<file path="config.mk">
export PLATFORM = sky130hd
export DESIGN_NAME = pwl_lock
export DESIGN_NICKNAME = d
export VERILOG_FILES = /design/src/pkg/pwl_pkg.sv /design/src/verilog/pwl_lock.sv /design/src/verilog/pwl_chan.sv
export SDC_FILE = /design/constraint.sdc
export NUM_CORES = 1
export LEC_CHECK = 0
export ABC_AREA = 1
export BUFFER_PORTS_ARGS = -buffer_cell sky130_fd_sc_hd__buf_4
export CORE_MARGIN = 10
export CORE_UTILIZATION = 52
export CTS_BUF_LIST = sky130_fd_sc_hd__clkbuf_4
export CTS_CLUSTER_SIZE = 12
export DETAILED_ROUTE_END_ITERATION = 12
export HOLD_SLACK_MARGIN = 0.08
export PLACE_DENSITY = 0.71
export SETUP_SLACK_MARGIN = 0.05
export SYNTH_ARGS = -nofsm -noshare
export SYNTH_HDL_FRONTEND = slang
export SYNTH_SLANG_ARGS = --single-unit
</file>
<file path="constraint.sdc">
create_clock -name clk -period 5.86 [get_ports clk]
set_input_delay 0.293 -clock clk [delete_from_list [all_inputs] [get_ports clk]]
set_output_delay 0.293 -clock clk [all_outputs]
set_load 0.02 [all_outputs]
</file>
<file path="src/pkg/pwl_pkg.sv">
// Command codes, field positions, reset values and timing for the write-lock block
package pwl_pkg;
	// ==========================================
	// Command codes
	localparam logic [7:0] CMD_PAGE = 8'h00;
	localparam logic [7:0] CMD_OPER = 8'h01;
	localparam logic [7:0] CMD_ONOFF = 8'h02;
	localparam logic [7:0] CMD_CLR = 8'h03;
	localparam logic [7:0] CMD_WP = 8'h10;
	localparam logic [7:0] CMD_STORE = 8'h15;
	localparam logic [7:0] CMD_VOUT = 8'h21;
	localparam logic [7:0] CMD_ST_FIRST = 8'h78;
	localparam logic [7:0] CMD_ST_LAST = 8'h80;
	localparam logic [7:0] CMD_CHAN_OPT = 8'hD0;
	localparam logic [7:0] CMD_GLB_OPT = 8'hD1;
	localparam logic [7:0] CMD_ADDR = 8'hE6;
	localparam logic [7:0] CMD_COMMON = 8'hEF;
	localparam logic [7:0] CMD_RAIL = 8'hFA;
	// ==========================================
	// Reset values
	localparam logic [7:0] RST_PAGE = 8'h00;
	localparam logic [7:0] RST_WP = 8'h00;
	localparam logic [7:0] RST_ADDR = 8'h4F;
	localparam logic [7:0] RST_RAIL = 8'h80;
	localparam logic [7:0] RST_CHAN_OPT = 8'h1D;
	localparam logic [7:0] RST_GLB_OPT = 8'h21;
	// ==========================================
	// Fields and values
	localparam int LCK_ALL = 7;
	localparam int LCK_CTRL = 6;
	localparam int LCK_CFG = 5;
	localparam int OPT_NO_RUN_LOW = 4;
	localparam int OPT_SHORT_CYC = 3;
	localparam int OPT_SYNC_GATE = 2;
	localparam int OPT_NO_ALERT = 1;
	localparam int OPT_NO_DECAY = 0;
	localparam int CB_NOT_BUSY = 6;
	localparam int CB_NO_CALC = 5;
	localparam int CB_NO_TRANS = 4;
	localparam logic [7:0] ADDR_OFF = 8'h80;
	localparam logic [7:0] PAGE_ALL = 8'hFF;
	localparam logic [7:0] OPER_ON = 8'h80;
	localparam logic [7:0] OPER_SOFT = 8'h40;
	localparam logic [7:0] OPER_IMM = 8'h00;
	localparam logic [6:0] GLOBAL_A = 7'h5A;
	localparam logic [6:0] GLOBAL_B = 7'h5B;
	localparam logic [7:0] RD_NONE = 8'hFF;
	// ==========================================
	// Timing
	localparam int CLK_KHZ = 100000;
	localparam int MIN_OFF_MS = 120;
	localparam int MIN_OFF_CYC = MIN_OFF_MS * CLK_KHZ;
endpackage

</file>
<file path="src/verilog/pwl_lock.sv">
// Write lock, slave addressing and channel option bits of the bus command port
`timescale 1ns/1ps
module pwl_lock import pwl_pkg::*; #(
	parameter logic [7:0] CMD_NVM_UNLOCK = 8'hC0,
	parameter logic [7:0] CMD_PEAK_CLR = 8'hC1,
	parameter int MIN_CYC = MIN_OFF_CYC,
	parameter int DLY_CYC = 100,
	parameter int FALL_CYC = 100,
	parameter int MAXW_CYC = 1000
) (
	input wire logic clk,
	input wire logic rst_n,
	input wire logic cmd_wr,
	input wire logic cmd_rd,
	input wire logic [7:0] cmd_code,
	input wire logic [7:0] cmd_data,
	output logic wr_done_r,
	output logic wr_refused_r,
	output logic rd_valid_r,
	output logic [7:0] rd_data_r,
	input wire logic [6:0] bus_addr,
	output logic addr_hit,
	output logic global_hit,
	output logic rail_hit,
	input wire logic rail_rd_clash,
	input wire logic wp_pin,
	input wire logic [3:0] asel_lo_val,
	input wire logic asel_lo_open,
	input wire logic [2:0] asel_hi_val,
	input wire logic asel_hi_open,
	input wire logic calc_busy,
	input wire logic chip_busy,
	input wire logic share_clk_in,
	input wire logic [1:0] fault_pin_in,
	input wire logic [1:0] run_pin_in,
	input wire logic [1:0] vout_low_in,
	input wire logic [1:0] fault_trip,
	output logic [1:0] pwm_en,
	output logic [1:0] run_o,
	output logic [1:0] run_oe,
	output logic alert_o,
	output logic alert_oe,
	output logic [1:0] toff_warn,
	output logic comm_fault_r
);
	localparam int SW = 17;

	logic [SW-1:0] sy1_r;
	logic [SW-1:0] sy2_r;
	logic wp_s;
	logic [3:0] lo_s;
	logic lo_open_s;
	logic [2:0] hi_s;
	logic hi_open_s;
	logic share_s;
	logic [1:0] fault_s;
	logic [1:0] run_s;
	logic [1:0] vlow_s;
	logic [1:0] run_prev_r;
	logic [7:0] page_r;
	logic [7:0] lvl_r;
	logic [7:0] addr_r;
	logic [7:0] glb_r;
	logic [7:0] opt_r [2];
	logic [7:0] rail_r [2];
	logic [1:0] ch_sel;
	logic pidx;
	logic ok;
	logic wr_acc;
	logic [6:0] eff_addr;
	logic [1:0] trans;
	logic [1:0] on_req;
	logic [1:0] off_req;
	logic [1:0] hard_off;
	logic [1:0] run_low;
	logic [1:0] alert_req;
	logic [7:0] common;

	// ==========================================
	// Pin synchronisers
	always_ff @(posedge clk or negedge rst_n) begin
		if (!rst_n) begin
			sy1_r <= '0;
			sy2_r <= '0;
		end else begin
			sy1_r <= {wp_pin, asel_lo_val, asel_lo_open, asel_hi_val, asel_hi_open,
				share_clk_in, fault_pin_in, run_pin_in, vout_low_in};
			sy2_r <= sy1_r;
		end
	end

	assign {wp_s, lo_s, lo_open_s, hi_s, hi_open_s, share_s, fault_s, run_s, vlow_s} = sy2_r;

	// ==========================================
	// Lock decode
	function automatic logic lock_ok(input logic [7:0] c, input logic [7:0] lvl,
		input logic wp);
		logic st;
		logic a;
		logic b;
		logic d;
		st = c >= CMD_ST_FIRST && c <= CMD_ST_LAST;
		a = c == CMD_WP || c == CMD_PAGE || c == CMD_NVM_UNLOCK || c == CMD_STORE;
		b = a || c == CMD_PEAK_CLR || c == CMD_OPER || c == CMD_CLR;
		d = b || c == CMD_ONOFF || c == CMD_VOUT;
		if (wp)
			lock_ok = st || c == CMD_PAGE || c == CMD_OPER || c == CMD_PEAK_CLR ||
				c == CMD_NVM_UNLOCK || c == CMD_WP || c == CMD_CLR;
		else if (lvl[LCK_ALL])
			lock_ok = a || st;
		else if (lvl[LCK_CTRL])
			lock_ok = b || st;
		else if (lvl[LCK_CFG])
			lock_ok = d || st;
		else
			lock_ok = 1'b1;
	endfunction

	assign ok = lock_ok(cmd_code, lvl_r, wp_s);
	assign wr_acc = cmd_wr && ok;
	assign pidx = page_r[0];
	assign ch_sel = (page_r == PAGE_ALL) ? 2'b11 : (pidx ? 2'b10 : 2'b01);

	// ==========================================
	// Write answer and fault flag
	always_ff @(posedge clk or negedge rst_n) begin
		if (!rst_n) begin
			wr_done_r <= 1'b0;
			wr_refused_r <= 1'b0;
		end else begin
			wr_done_r <= wr_acc;
			wr_refused_r <= cmd_wr && !ok;
		end
	end

	// Setting wins over a clear arriving in the same cycle
	always_ff @(posedge clk or negedge rst_n) begin
		if (!rst_n)
			comm_fault_r <= 1'b0;
		else if ((cmd_wr && !ok) || rail_rd_clash)
			comm_fault_r <= 1'b1;
		else if (wr_acc && cmd_code == CMD_CLR)
			comm_fault_r <= 1'b0;
	end

	// ==========================================
	// Registers; refused writes never reach them
	always_ff @(posedge clk or negedge rst_n) begin
		if (!rst_n) begin
			page_r <= RST_PAGE;
			lvl_r <= RST_WP;
			addr_r <= RST_ADDR;
			glb_r <= RST_GLB_OPT;
		end else if (wr_acc) begin
			if (cmd_code == CMD_PAGE)
				page_r <= cmd_data;
			if (cmd_code == CMD_WP)
				lvl_r <= cmd_data;
			if (cmd_code == CMD_ADDR)
				addr_r <= cmd_data;
			if (cmd_code == CMD_GLB_OPT)
				glb_r <= cmd_data;
		end
	end

	generate
		for (genvar i = 0; i < 2; i++) begin : g_paged
			always_ff @(posedge clk or negedge rst_n) begin
				if (!rst_n) begin
					opt_r[i] <= RST_CHAN_OPT;
					rail_r[i] <= RST_RAIL;
				end else if (wr_acc && ch_sel[i]) begin
					if (cmd_code == CMD_CHAN_OPT)
						opt_r[i] <= cmd_data;
					if (cmd_code == CMD_RAIL)
						rail_r[i] <= cmd_data;
				end
			end

			assign on_req[i] = wr_acc && ch_sel[i] && cmd_code == CMD_OPER &&
				cmd_data == OPER_ON;
			assign off_req[i] = wr_acc && ch_sel[i] && cmd_code == CMD_OPER &&
				(cmd_data == OPER_SOFT || cmd_data == OPER_IMM);
			assign hard_off[i] = fault_trip[i] || (run_prev_r[i] && !run_s[i]);
			// Outside fault pull-down raises no alert when masked
			assign alert_req[i] = !fault_s[i] && !opt_r[i][OPT_NO_ALERT];

			pwl_chan #(
				.MIN_CYC(MIN_CYC),
				.DLY_CYC(DLY_CYC),
				.FALL_CYC(FALL_CYC),
				.MAXW_CYC(MAXW_CYC)
			) u_chan (
				.clk(clk),
				.rst_n(rst_n),
				.on_req(on_req[i]),
				.off_req(off_req[i]),
				.hard_off(hard_off[i]),
				.opt(opt_r[i][4:0]),
				.sync_low(!share_s),
				.vout_low(vlow_s[i]),
				.pwm_en(pwm_en[i]),
				.run_low_r(run_low[i]),
				.in_trans(trans[i]),
				.warn_r(toff_warn[i])
			);
		end
	endgenerate

	always_ff @(posedge clk or negedge rst_n) begin
		if (!rst_n)
			run_prev_r <= 2'b00;
		else
			run_prev_r <= run_s;
	end

	// Open drain outputs only ever pull low
	assign run_o = 2'b00;
	assign run_oe = run_low;
	assign alert_o = 1'b0;
	assign alert_oe = |alert_req;

	// ==========================================
	// Addressing
	// Pin selections win even when the resistor option says ignore
	assign eff_addr = {hi_open_s ? addr_r[6:4] : hi_s,
		lo_open_s ? addr_r[3:0] : lo_s};
	assign addr_hit = addr_r != ADDR_OFF && bus_addr == eff_addr;
	assign global_hit = bus_addr == GLOBAL_A || bus_addr == GLOBAL_B;
	assign rail_hit = rail_r[pidx] != ADDR_OFF && bus_addr == rail_r[pidx][6:0];

	// ==========================================
	// Reads
	always_comb begin
		common = 8'h00;
		common[CB_NOT_BUSY] = !chip_busy;
		common[CB_NO_CALC] = !calc_busy;
		common[CB_NO_TRANS] = !(|trans);
	end

	always_ff @(posedge clk or negedge rst_n) begin
		if (!rst_n) begin
			rd_valid_r <= 1'b0;
			rd_data_r <= 8'h00;
		end else begin
			rd_valid_r <= cmd_rd;
			if (cmd_rd) begin
				unique case (cmd_code)
					CMD_PAGE: rd_data_r <= page_r;
					CMD_WP: rd_data_r <= lvl_r;
					CMD_ADDR: rd_data_r <= addr_r;
					CMD_GLB_OPT: rd_data_r <= glb_r;
					CMD_CHAN_OPT: rd_data_r <= opt_r[pidx];
					CMD_RAIL: rd_data_r <= rail_r[pidx];
					CMD_COMMON: rd_data_r <= common;
					default: rd_data_r <= RD_NONE;
				endcase
			end
		end
	end

	// ==========================================
	// Checks
	a_pin_lock: assert property (@(posedge clk) disable iff (!rst_n)
		wp_s && cmd_wr && cmd_code == CMD_STORE |=> wr_refused_r && !wr_done_r)
		else $error("store accepted under lock pin");
	a_pin_over: assert property (@(posedge clk) disable iff (!rst_n)
		wp_s && lvl_r == 8'h00 && cmd_wr && cmd_code == CMD_ONOFF |=> wr_refused_r)
		else $error("lock pin did not override");
	a_lvl_all: assert property (@(posedge clk) disable iff (!rst_n)
		!wp_s && lvl_r == 8'h80 && cmd_wr && cmd_code == CMD_OPER |=> wr_refused_r)
		else $error("operation accepted at 0x80");
	a_lvl_ctrl: assert property (@(posedge clk) disable iff (!rst_n)
		!wp_s && lvl_r == 8'h40 && cmd_wr && cmd_code == CMD_ONOFF |=> wr_refused_r)
		else $error("config accepted at 0x40");
	a_lvl_cfg: assert property (@(posedge clk) disable iff (!rst_n)
		!wp_s && lvl_r == 8'h20 && cmd_wr && cmd_code == CMD_VOUT |=> wr_done_r)
		else $error("setpoint refused at 0x20");
	a_status_clr: assert property (@(posedge clk) disable iff (!rst_n)
		cmd_wr && cmd_code >= CMD_ST_FIRST && cmd_code <= CMD_ST_LAST |=> wr_done_r)
		else $error("status clear refused");
	a_lvl_open: assert property (@(posedge clk) disable iff (!rst_n)
		!wp_s && lvl_r == 8'h00 && cmd_wr |=> wr_done_r && !wr_refused_r)
		else $error("write refused when unlocked");
	a_refuse_keep: assert property (@(posedge clk) disable iff (!rst_n)
		cmd_wr && !ok |=> $stable(addr_r) && $stable(glb_r) && $stable(opt_r[0]) &&
		$stable(opt_r[1]) && comm_fault_r)
		else $error("refused write changed state");
	a_addr_off: assert property (@(posedge clk) disable iff (!rst_n)
		addr_r == ADDR_OFF |-> !addr_hit) else $error("hit with address disabled");
	a_global_on: assert property (@(posedge clk) disable iff (!rst_n)
		bus_addr == 7'h5B |-> global_hit) else $error("global address missed");
	a_addr_open: assert property (@(posedge clk) disable iff (!rst_n)
		lo_open_s && hi_open_s |-> eff_addr == addr_r[6:0])
		else $error("stored address not used");
	a_rail_off: assert property (@(posedge clk) disable iff (!rst_n)
		rail_r[pidx] == 8'h80 |-> !rail_hit) else $error("rail hit while disabled");
	a_common_tr: assert property (@(posedge clk) disable iff (!rst_n)
		cmd_rd && cmd_code == CMD_COMMON && |trans |=> rd_valid_r && !rd_data_r[4])
		else $error("transition bit not cleared");

	c_refused: cover property (@(posedge clk) disable iff (!rst_n) wr_refused_r);
	c_rail: cover property (@(posedge clk) disable iff (!rst_n) rail_hit && cmd_wr);
	c_warn: cover property (@(posedge clk) disable iff (!rst_n) |toff_warn);
endmodule // pwl_lock

</file>
<file path="src/verilog/pwl_chan.sv">
// One output channel: off sequencing, short cycle, decay wait and gating
`timescale 1ns/1ps
module pwl_chan import pwl_pkg::*; #(
	parameter int CW = 24,
	parameter int MIN_CYC = MIN_OFF_CYC,
	parameter int DLY_CYC = 100,
	parameter int FALL_CYC = 100,
	parameter int MAXW_CYC = 1000
) (
	input wire logic clk,
	input wire logic rst_n,
	input wire logic on_req,
	input wire logic off_req,
	input wire logic hard_off,
	input wire logic [4:0] opt,
	input wire logic sync_low,
	input wire logic vout_low,
	output logic pwm_en,
	output logic run_low_r,
	output logic in_trans,
	output logic warn_r
);
	typedef enum logic [2:0] {ST_OFF, ST_ON, ST_DLY, ST_FALL, ST_MIN, ST_DECAY} pwl_st_t;
	pwl_st_t st_r;
	logic [CW-1:0] cnt_r;
	logic decayed;
	logic hit;

	assign decayed = opt[OPT_NO_DECAY] | vout_low;
	assign hit = (st_r == ST_DLY && cnt_r >= CW'(DLY_CYC - 1)) ||
		(st_r == ST_FALL && cnt_r >= CW'(FALL_CYC - 1)) ||
		(st_r == ST_MIN && cnt_r >= CW'(MIN_CYC - 1));

	// ==========================================
	// Sequencer
	always_ff @(posedge clk or negedge rst_n) begin
		if (!rst_n) begin
			st_r <= ST_OFF;
			cnt_r <= '0;
		end else begin
			cnt_r <= cnt_r + CW'(1);
			unique case (st_r)
				ST_OFF: if (on_req) begin
					st_r <= decayed ? ST_ON : ST_DECAY;
					cnt_r <= '0;
				end
				ST_ON: if (hard_off) begin
					st_r <= ST_DECAY;
					cnt_r <= '0;
				end else if (off_req) begin
					st_r <= ST_DLY;
					cnt_r <= '0;
				end
				ST_DLY, ST_FALL: if (hard_off) begin
					st_r <= ST_OFF;
				end else if (on_req && opt[OPT_SHORT_CYC]) begin
					st_r <= ST_MIN;
					cnt_r <= '0;
				end else if (hit) begin
					st_r <= (st_r == ST_DLY) ? ST_FALL : ST_OFF;
					cnt_r <= '0;
				end
				ST_MIN: if (hit) begin
					st_r <= decayed ? ST_ON : ST_DECAY;
					cnt_r <= '0;
				end
				ST_DECAY: begin
					if (decayed)
						st_r <= ST_ON;
					if (cnt_r == CW'(MAXW_CYC))
						cnt_r <= cnt_r;
				end
			endcase
		end
	end

	// Warning only exists while the decay wait is enforced
	always_ff @(posedge clk or negedge rst_n) begin
		if (!rst_n)
			warn_r <= 1'b0;
		else if (st_r != ST_DECAY || opt[OPT_NO_DECAY])
			warn_r <= 1'b0;
		else if (cnt_r == CW'(MAXW_CYC))
			warn_r <= 1'b1;
	end

	// Run pin pulse on a commanded off
	always_ff @(posedge clk or negedge rst_n) begin
		if (!rst_n)
			run_low_r <= 1'b0;
		else
			run_low_r <= st_r == ST_ON && off_req && !hard_off && !opt[OPT_NO_RUN_LOW];
	end

	assign pwm_en = (st_r == ST_ON || st_r == ST_DLY || st_r == ST_FALL) &&
		!(opt[OPT_SYNC_GATE] && sync_low);
	assign in_trans = st_r != ST_ON && st_r != ST_OFF;

	// ==========================================
	// Checks
	a_sync_gate: assert property (@(posedge clk) disable iff (!rst_n)
		opt[OPT_SYNC_GATE] && sync_low |-> !pwm_en) else $error("output on while sync low");
	a_run_pulse: assert property (@(posedge clk) disable iff (!rst_n)
		opt[OPT_NO_RUN_LOW] |=> !run_low_r) else $error("run pulsed while disabled");
	a_decay_hold: assert property (@(posedge clk) disable iff (!rst_n)
		st_r == ST_DECAY && !decayed |=> st_r == ST_DECAY && !pwm_en)
		else $error("restart before decay");
	a_short_cyc: assert property (@(posedge clk) disable iff (!rst_n)
		st_r == ST_DLY && on_req && opt[OPT_SHORT_CYC] && !hard_off |=> st_r == ST_MIN && !pwm_en)
		else $error("short cycle not taken");
	c_short_cyc: cover property (@(posedge clk) disable iff (!rst_n)
		st_r == ST_MIN ##1 st_r == ST_ON);
endmodule // pwl_chan

</file>
==> Yosys cells after proc, flatten, opt, wreduce, memory -nomap -nowiden <==
Index checks and enable logic that the tools add are counted.
{ "word_totals": {"register_bits": 170, "output_inout_bits": 25, "elab_cells": 255} }
{ "classes": {"n_addsub": 2, "magnitude_cmp": 7, "eq_ne": 50, "mux": 59, "n_bitwise": 3, "n_reduce_logical": 110} }
{ "ops": {"columns": ["op", "count"], "rows": [
  ["$mux W24", 14],
  ["$pmux W24 S5", 2],
  ["$eq A8 B8 Y1 const B", 9],
  ["$mux W3", 19],
  ["$pmux W8 S7", 1],
  ["$add A24 B1 Y24 const B", 2],
  ["$eq A24 B10 Y1 const B", 2],
  ["$ge A24 B24 Y1 const B", 2],
  ["$ge A24 B7 Y1 const B", 2],
  ["$mux W8", 6],
  ["$logic_and A1 B1 Y1", 38],
  ["$logic_or A1 B1 Y1", 32],
  ["$pmux W3 S5", 2],
  ["$logic_not A1 Y1", 17],
  ["$eq A8 B2 Y1 const B", 2],
  ["$eq A8 B5 Y1 const B", 2],
  ["$logic_not A8 Y1", 2],
  ["$ne A8 B8 Y1 const B", 2],
  ["$reduce_and A2 Y1", 8],
  ["$eq A7 B7 Y1", 2],
  ["$eq A7 B7 Y1 const B", 2],
  ["$eq A3 B2 Y1 const B", 4],
  ["$eq A3 B3 Y1 const B", 4],
  ["$ne A2 B1 Y1 const B", 6],
  ["other kinds (21)", 49]
]} }

==> Longest topological paths before layout <==
{ "depth": {"depth_word": 22, "ltp_mapped": 18, "mapped_depth_nobuf": 18} }

==> Cells and area by module <==
A second synthesis with hierarchy kept.
{ "unflattened": {"cells_unflattened": 1163, "hier_area_um2": 9470.3} }
{ "modules_own_cells": {"columns": ["module", "instances", "cells_each", "area_per_inst_um2"], "rows": [
  ["pwl_lock", 1, 620, 5401.4],
  ["pwl_chan (g_paged[1].u_chan)", 1, 282, 2075.7],
  ["pwl_chan (g_paged[0].u_chan)", 1, 261, 1993.2]
]} }

==> Worst setup path after synthesis <==
OpenSTA, ideal clock, no wires.
{ "synth_timing": {"path_kind": "flip-flop to output port", "from": "reg page_r[0]", "to": "out rail_hit", "t_arrival_ns": 1.642, "required_time_ns": 5.567, "setup_slack_ns": 3.925, "stages_incl_launch_ff": 8, "path_buffers": 1, "path_cell_list": "dfrtp_1 > inv_1 > clkbuf_1 > nand2_1 > nand2_1 > xor2_1 > nand4_1 > nor3_1"} }
{ "synth_between": {"elab_chain_len": 6, "word_cells_on_any_way": 7, "cone_classes": "2 x eq/ne; 3 x mux; 1 x bitwise; 1 x reduce/logical"} }
{ "synth_lines": {"columns": ["element", "line_no", "source"], "rows": [
  ["start: declaration", "pwl_lock.sv:60", "logic [7:0] page_r;"],
  ["start signal: assignment", "pwl_lock.sv:156", "page_r <= cmd_data;"],
  ["$not A1 Y2 (implied by the code) *", "pwl_lock.sv:230", "assign rail_hit = rail_r[pidx] != ADDR_OFF && bus_addr == rail_r[pidx][6:0];"],
  ["$mux W8 (implied by the code) * (3 in series)", "pwl_lock.sv:230", null],
  ["$ne A8 B8 Y1 or $eq A7 B7 Y1 (tied branches)", "pwl_lock.sv:230", null],
  ["$logic_and A1 B1 Y1 *", "pwl_lock.sv:230", null],
  ["end: declaration", "pwl_lock.sv:24", "output logic rail_hit,"]
]} }
Mark *: on every way between the ends. The rest lies on a longest branch, timed or not. The select of a mux whose other input is x is not followed.

==> Final worst setup path <==
Ends and elaborated chain as after synthesis.

==> metrics.md <==
| Metric | Value |
|---|---|
| Outcome | `complete, no violations` |
| Largest net degree at the start of global routing | `105` |
| Sequential fraction of the synthesis area | `46.69%` |
| Util after Layout | `59.22%` |
| Tmin final | `3.373 ns` |
| CTS tree | `built` |
| PwrDens | `262.6 nW/µm²` |
| Peak supply drop | `0.0002581 V` |
| Combinational power share | `25.7%` |
| Final worst-path cycle share | `57.56%` |
| Mapped Area | `9158 µm²` |
| IO Port Bufs | `70` |
| Multi-input logic area | `4165 µm²` |
| Bufs and invs on worst path | `2` |
| Final Hold Fails | `0` |
| Chip width | `152.7 µm` |
| HP Class | `in2reg` |
| Crit-path cells | `inv_1 -> or2_2 -> o21ai_0 -> nor2_1 -> nor3_1 -> nand3_1 -> nor3_1 -> buf_4` |
| Max Slew Vio Count | `0` |
| Setup tns final | `0 ns` |
| Clk root buf | `clkbuf_4` |
| Critical Path Max Stage Delay | `0.82 ns` |
| Routed vias | `7761` |
| Worst EP arrival | `3.08 ns` |
| Gpl congestion | `0.9219` |
| Total CTS buffers | `17` |
| Register Area | `4275 µm²` |
| Area growth syn-to-layout | `11.85%` |
| Routed wire length | `22.82 mm` |
| DRT iter0 DRCs | `772` |
| Nets@finish | `1234` |
| Gr usage total | `19.53%` |
| Final setup viols | `0` |
| Post-DP HPWL | `16.64 mm` |
| Crit-path most repeated cell | `nor3_1` |
| Vias in the first global route | `7532` |
| Asr flop ratio synth | `100.0%` |
| WL/cell | `16.08 µm` |
| Core area | `17300 µm²` |
| Remaining DRCs | `0` |
| Main synth FF type | `dfrtp_1` |
| Syn Inst Count | `1101` |
| Max Freq | `296.5 MHz` |
| Unrepaired setup endpoints after global routing | `no` |
| Pre-antenna DRT Iters | `6` |
| Total of max-cap violations | `0` |
| Sequential share of power | `49.1%` |
| NetSw | `0.001034 W` |
| Die ar. | `23320 µm²` |
| Worst-margin pin slew | `0.9745 ns` |
| Ant. Diodes | `0` |
| Vias/cell | `5.469` |
| Cell variety after synth | `60` |
| Clk slew on worst S/H paths | `0.16 ns` |
| Antenna Nets Post-Route | `0` |
| WP data required | `5.57 ns` |
| Rows | `48` |
| EDFF count, synth | `0` |
| Clk_skew | `0.02024 ns` |
| Avg Cell Area, Syn | `8.317 µm²` |
| P_int | `0.001656 W` |
| Seq cells post-synth | `170` |
| Wire length of the first global-routing pass | `38.17 mm` |
| Setup crit start kind | `register` |
| Commonest cells after routing, fill and taps aside | `nand2_1 (265), dfrtp_1 (153), inv_1 (111)` |
| CTS resizes | `0` |
| Critical path's slowest cell | `dfrtp_1` |
| Top Family by Delay on Critical Path | `simple AND/OR/NAND/NOR gates` |
| I/O pin total | `74` |
| Initial core utilization | `52.94%` |
| Clock power frac | `25.1%` |
| Worst setup path class | `reg2out` |
| Fillers | `1555` |
| Worst slew margin | `34.89%` |
| CP max FO | `21` |
| H-tree depth | `4` |
| Global route overflow | `0` |
| CTS Buffer Depth | `2` |
| Die height | `152.7 µm` |
| Total leakage power | `4.559 nW` |
| Commonest non-fill, non-tap cell in the layout | `nand2_1` |
| Share of post-route cells with drive strength above 1 | `19.77%` |
| Worst skew pair latency | `0.58 ns` |
| Switching fraction of total power | `38.44%` |
| CP Capture Type | `output port` |
| Initial antenna violation count | `0` |
| Yosys warnings | `0` |
| Clock sinks | `170` |
through the flow:
stage / cell area [µm²] / setup slack [ns] / hold slack, ns / total power [W] / instances
2_1_floorplan: 9165 / 3.925 / -0.002591 / 0.001894 / 1103
3_3_place_gp: 9736 / 3.242 / 0.3318 / 0.002018 / 1365
3_5_place_dp: 9736 / 3.158 / 0.3347 / 0.002026 / 1365
4_1_cts: 10240 / 2.436 / 0.1009 / 0.002714 / 1419
5_1_grt: 10240 / 2.133 / 0.1403 / 0.002853 / 1419
6_report: 10240 / 2.487 / 0.1538 / 0.002689 / 1419
tightest hold or removal path: stages:
cell and delay, ns:
buf_4 0.09, a21oi_1 0.07, nand4_1 0.17, a21boi_1 0.08
synth_stat cells, drive strengths merged (6+ instances only):
master  instances  share of area, %
or2            12              0.85
dfstp          17               4.9
buf            31               2.6
nand3b          7              0.57
nor2           92               4.4
o211ai          6              0.49
nand4          29               2.3
nand2         282                12
nor3           27               2.0
o22a            7              0.67
inv           123               5.0
nor4           21               1.4
xnor2          10              0.96
dfrtp         153                42
a21oi          63               5.4
xor2           11               1.1
o21ai          95               5.2
nand3          68               4.2
final cells by class:
cell class / instances / share of cell area [%]
sequential: 170 / 41.74
multi-input combinational: 772 / 40.67
timing repair buffer: 93 / 7.391
inverter: 127 / 4.654
tap: 225 / 2.749
clock inverter: 15 / 1.551
clock buffer: 17 / 1.246
routing by layer:
layer	routed length, µm	share of wire [%]	global-route usage, %
met5	0	0	0
met1	10570	46	26.67
met4	455	2.0	5.904
met3	1222	5.4	4.177
met2	10580	46	30.36
state kept, by name, indices dropped and copies added, names as in the netlist:
register,cells
sy2_r,17
g_paged.u_chan.cnt_r,48
rd_valid_r,1
page_r,8
rail_r,16
wr_refused_r,1
rd_data_r,8
g_paged.u_chan.run_low_r,2
run_prev_r,2
wr_done_r,1
addr_r,8
opt_r,16
glb_r,8
comm_fault_r,1
g_paged.u_chan.warn_r,2
sy1_r,17
g_paged.u_chan.st_r,6
lvl_r,8
cells by family after synthesis:
family	count (synthesis)	share of synthesized area [%]
fa+ha+maj	4	0.5465
mux	4	0.4372
compound gates	198	14.24
xor+xnor	21	2.008
simple gates	542	28.13
other cells	1	0.04095
flops	170	46.69
buf+inv	161	7.911
worst paths after layout:
kind	start	endpoint	slack, ns	cells past startpoint
max in group asynchronous	rst_n	opt_r[15]	4.13	3
min in group asynchronous	rst_n	g_paged[0].u_chan.cnt_r[13]	0.33	2
worst max register to register	g_paged[1].u_chan.cnt_r[0]	g_paged[1].u_chan.cnt_r[1]	3.17	12
worst min-delay path	fault_trip[0]	g_paged[0].u_chan.st_r[1]	0.15	4
worst min register to register	sy1_r[10]	sy2_r[10]	0.37	0
worst max-delay path	page_r[0]	rail_hit	2.49	8
power by group through the flow:
stage | clock network, W | logic [W] | registers [W]
5_1_grt | 0.000742 | 0.000778 | 0.00133
2_1_floorplan | 0 | 0.000570 | 0.00132
4_1_cts | 0.000698 | 0.000696 | 0.00132
6_report | 0.000676 | 0.000692 | 0.00132
3_3_place_gp | 0 | 0.000680 | 0.00134
3_5_place_dp | 0 | 0.000686 | 0.00134
repair_timing:
action                                  in CTS  in global routing
setup buffers                                0                  0
endpoints found under the setup margin       0                  0
endpoints found under the hold margin      119                  0
hold buffers                                22                  0
Note: power is estimated with default switching activity, not from simulation.
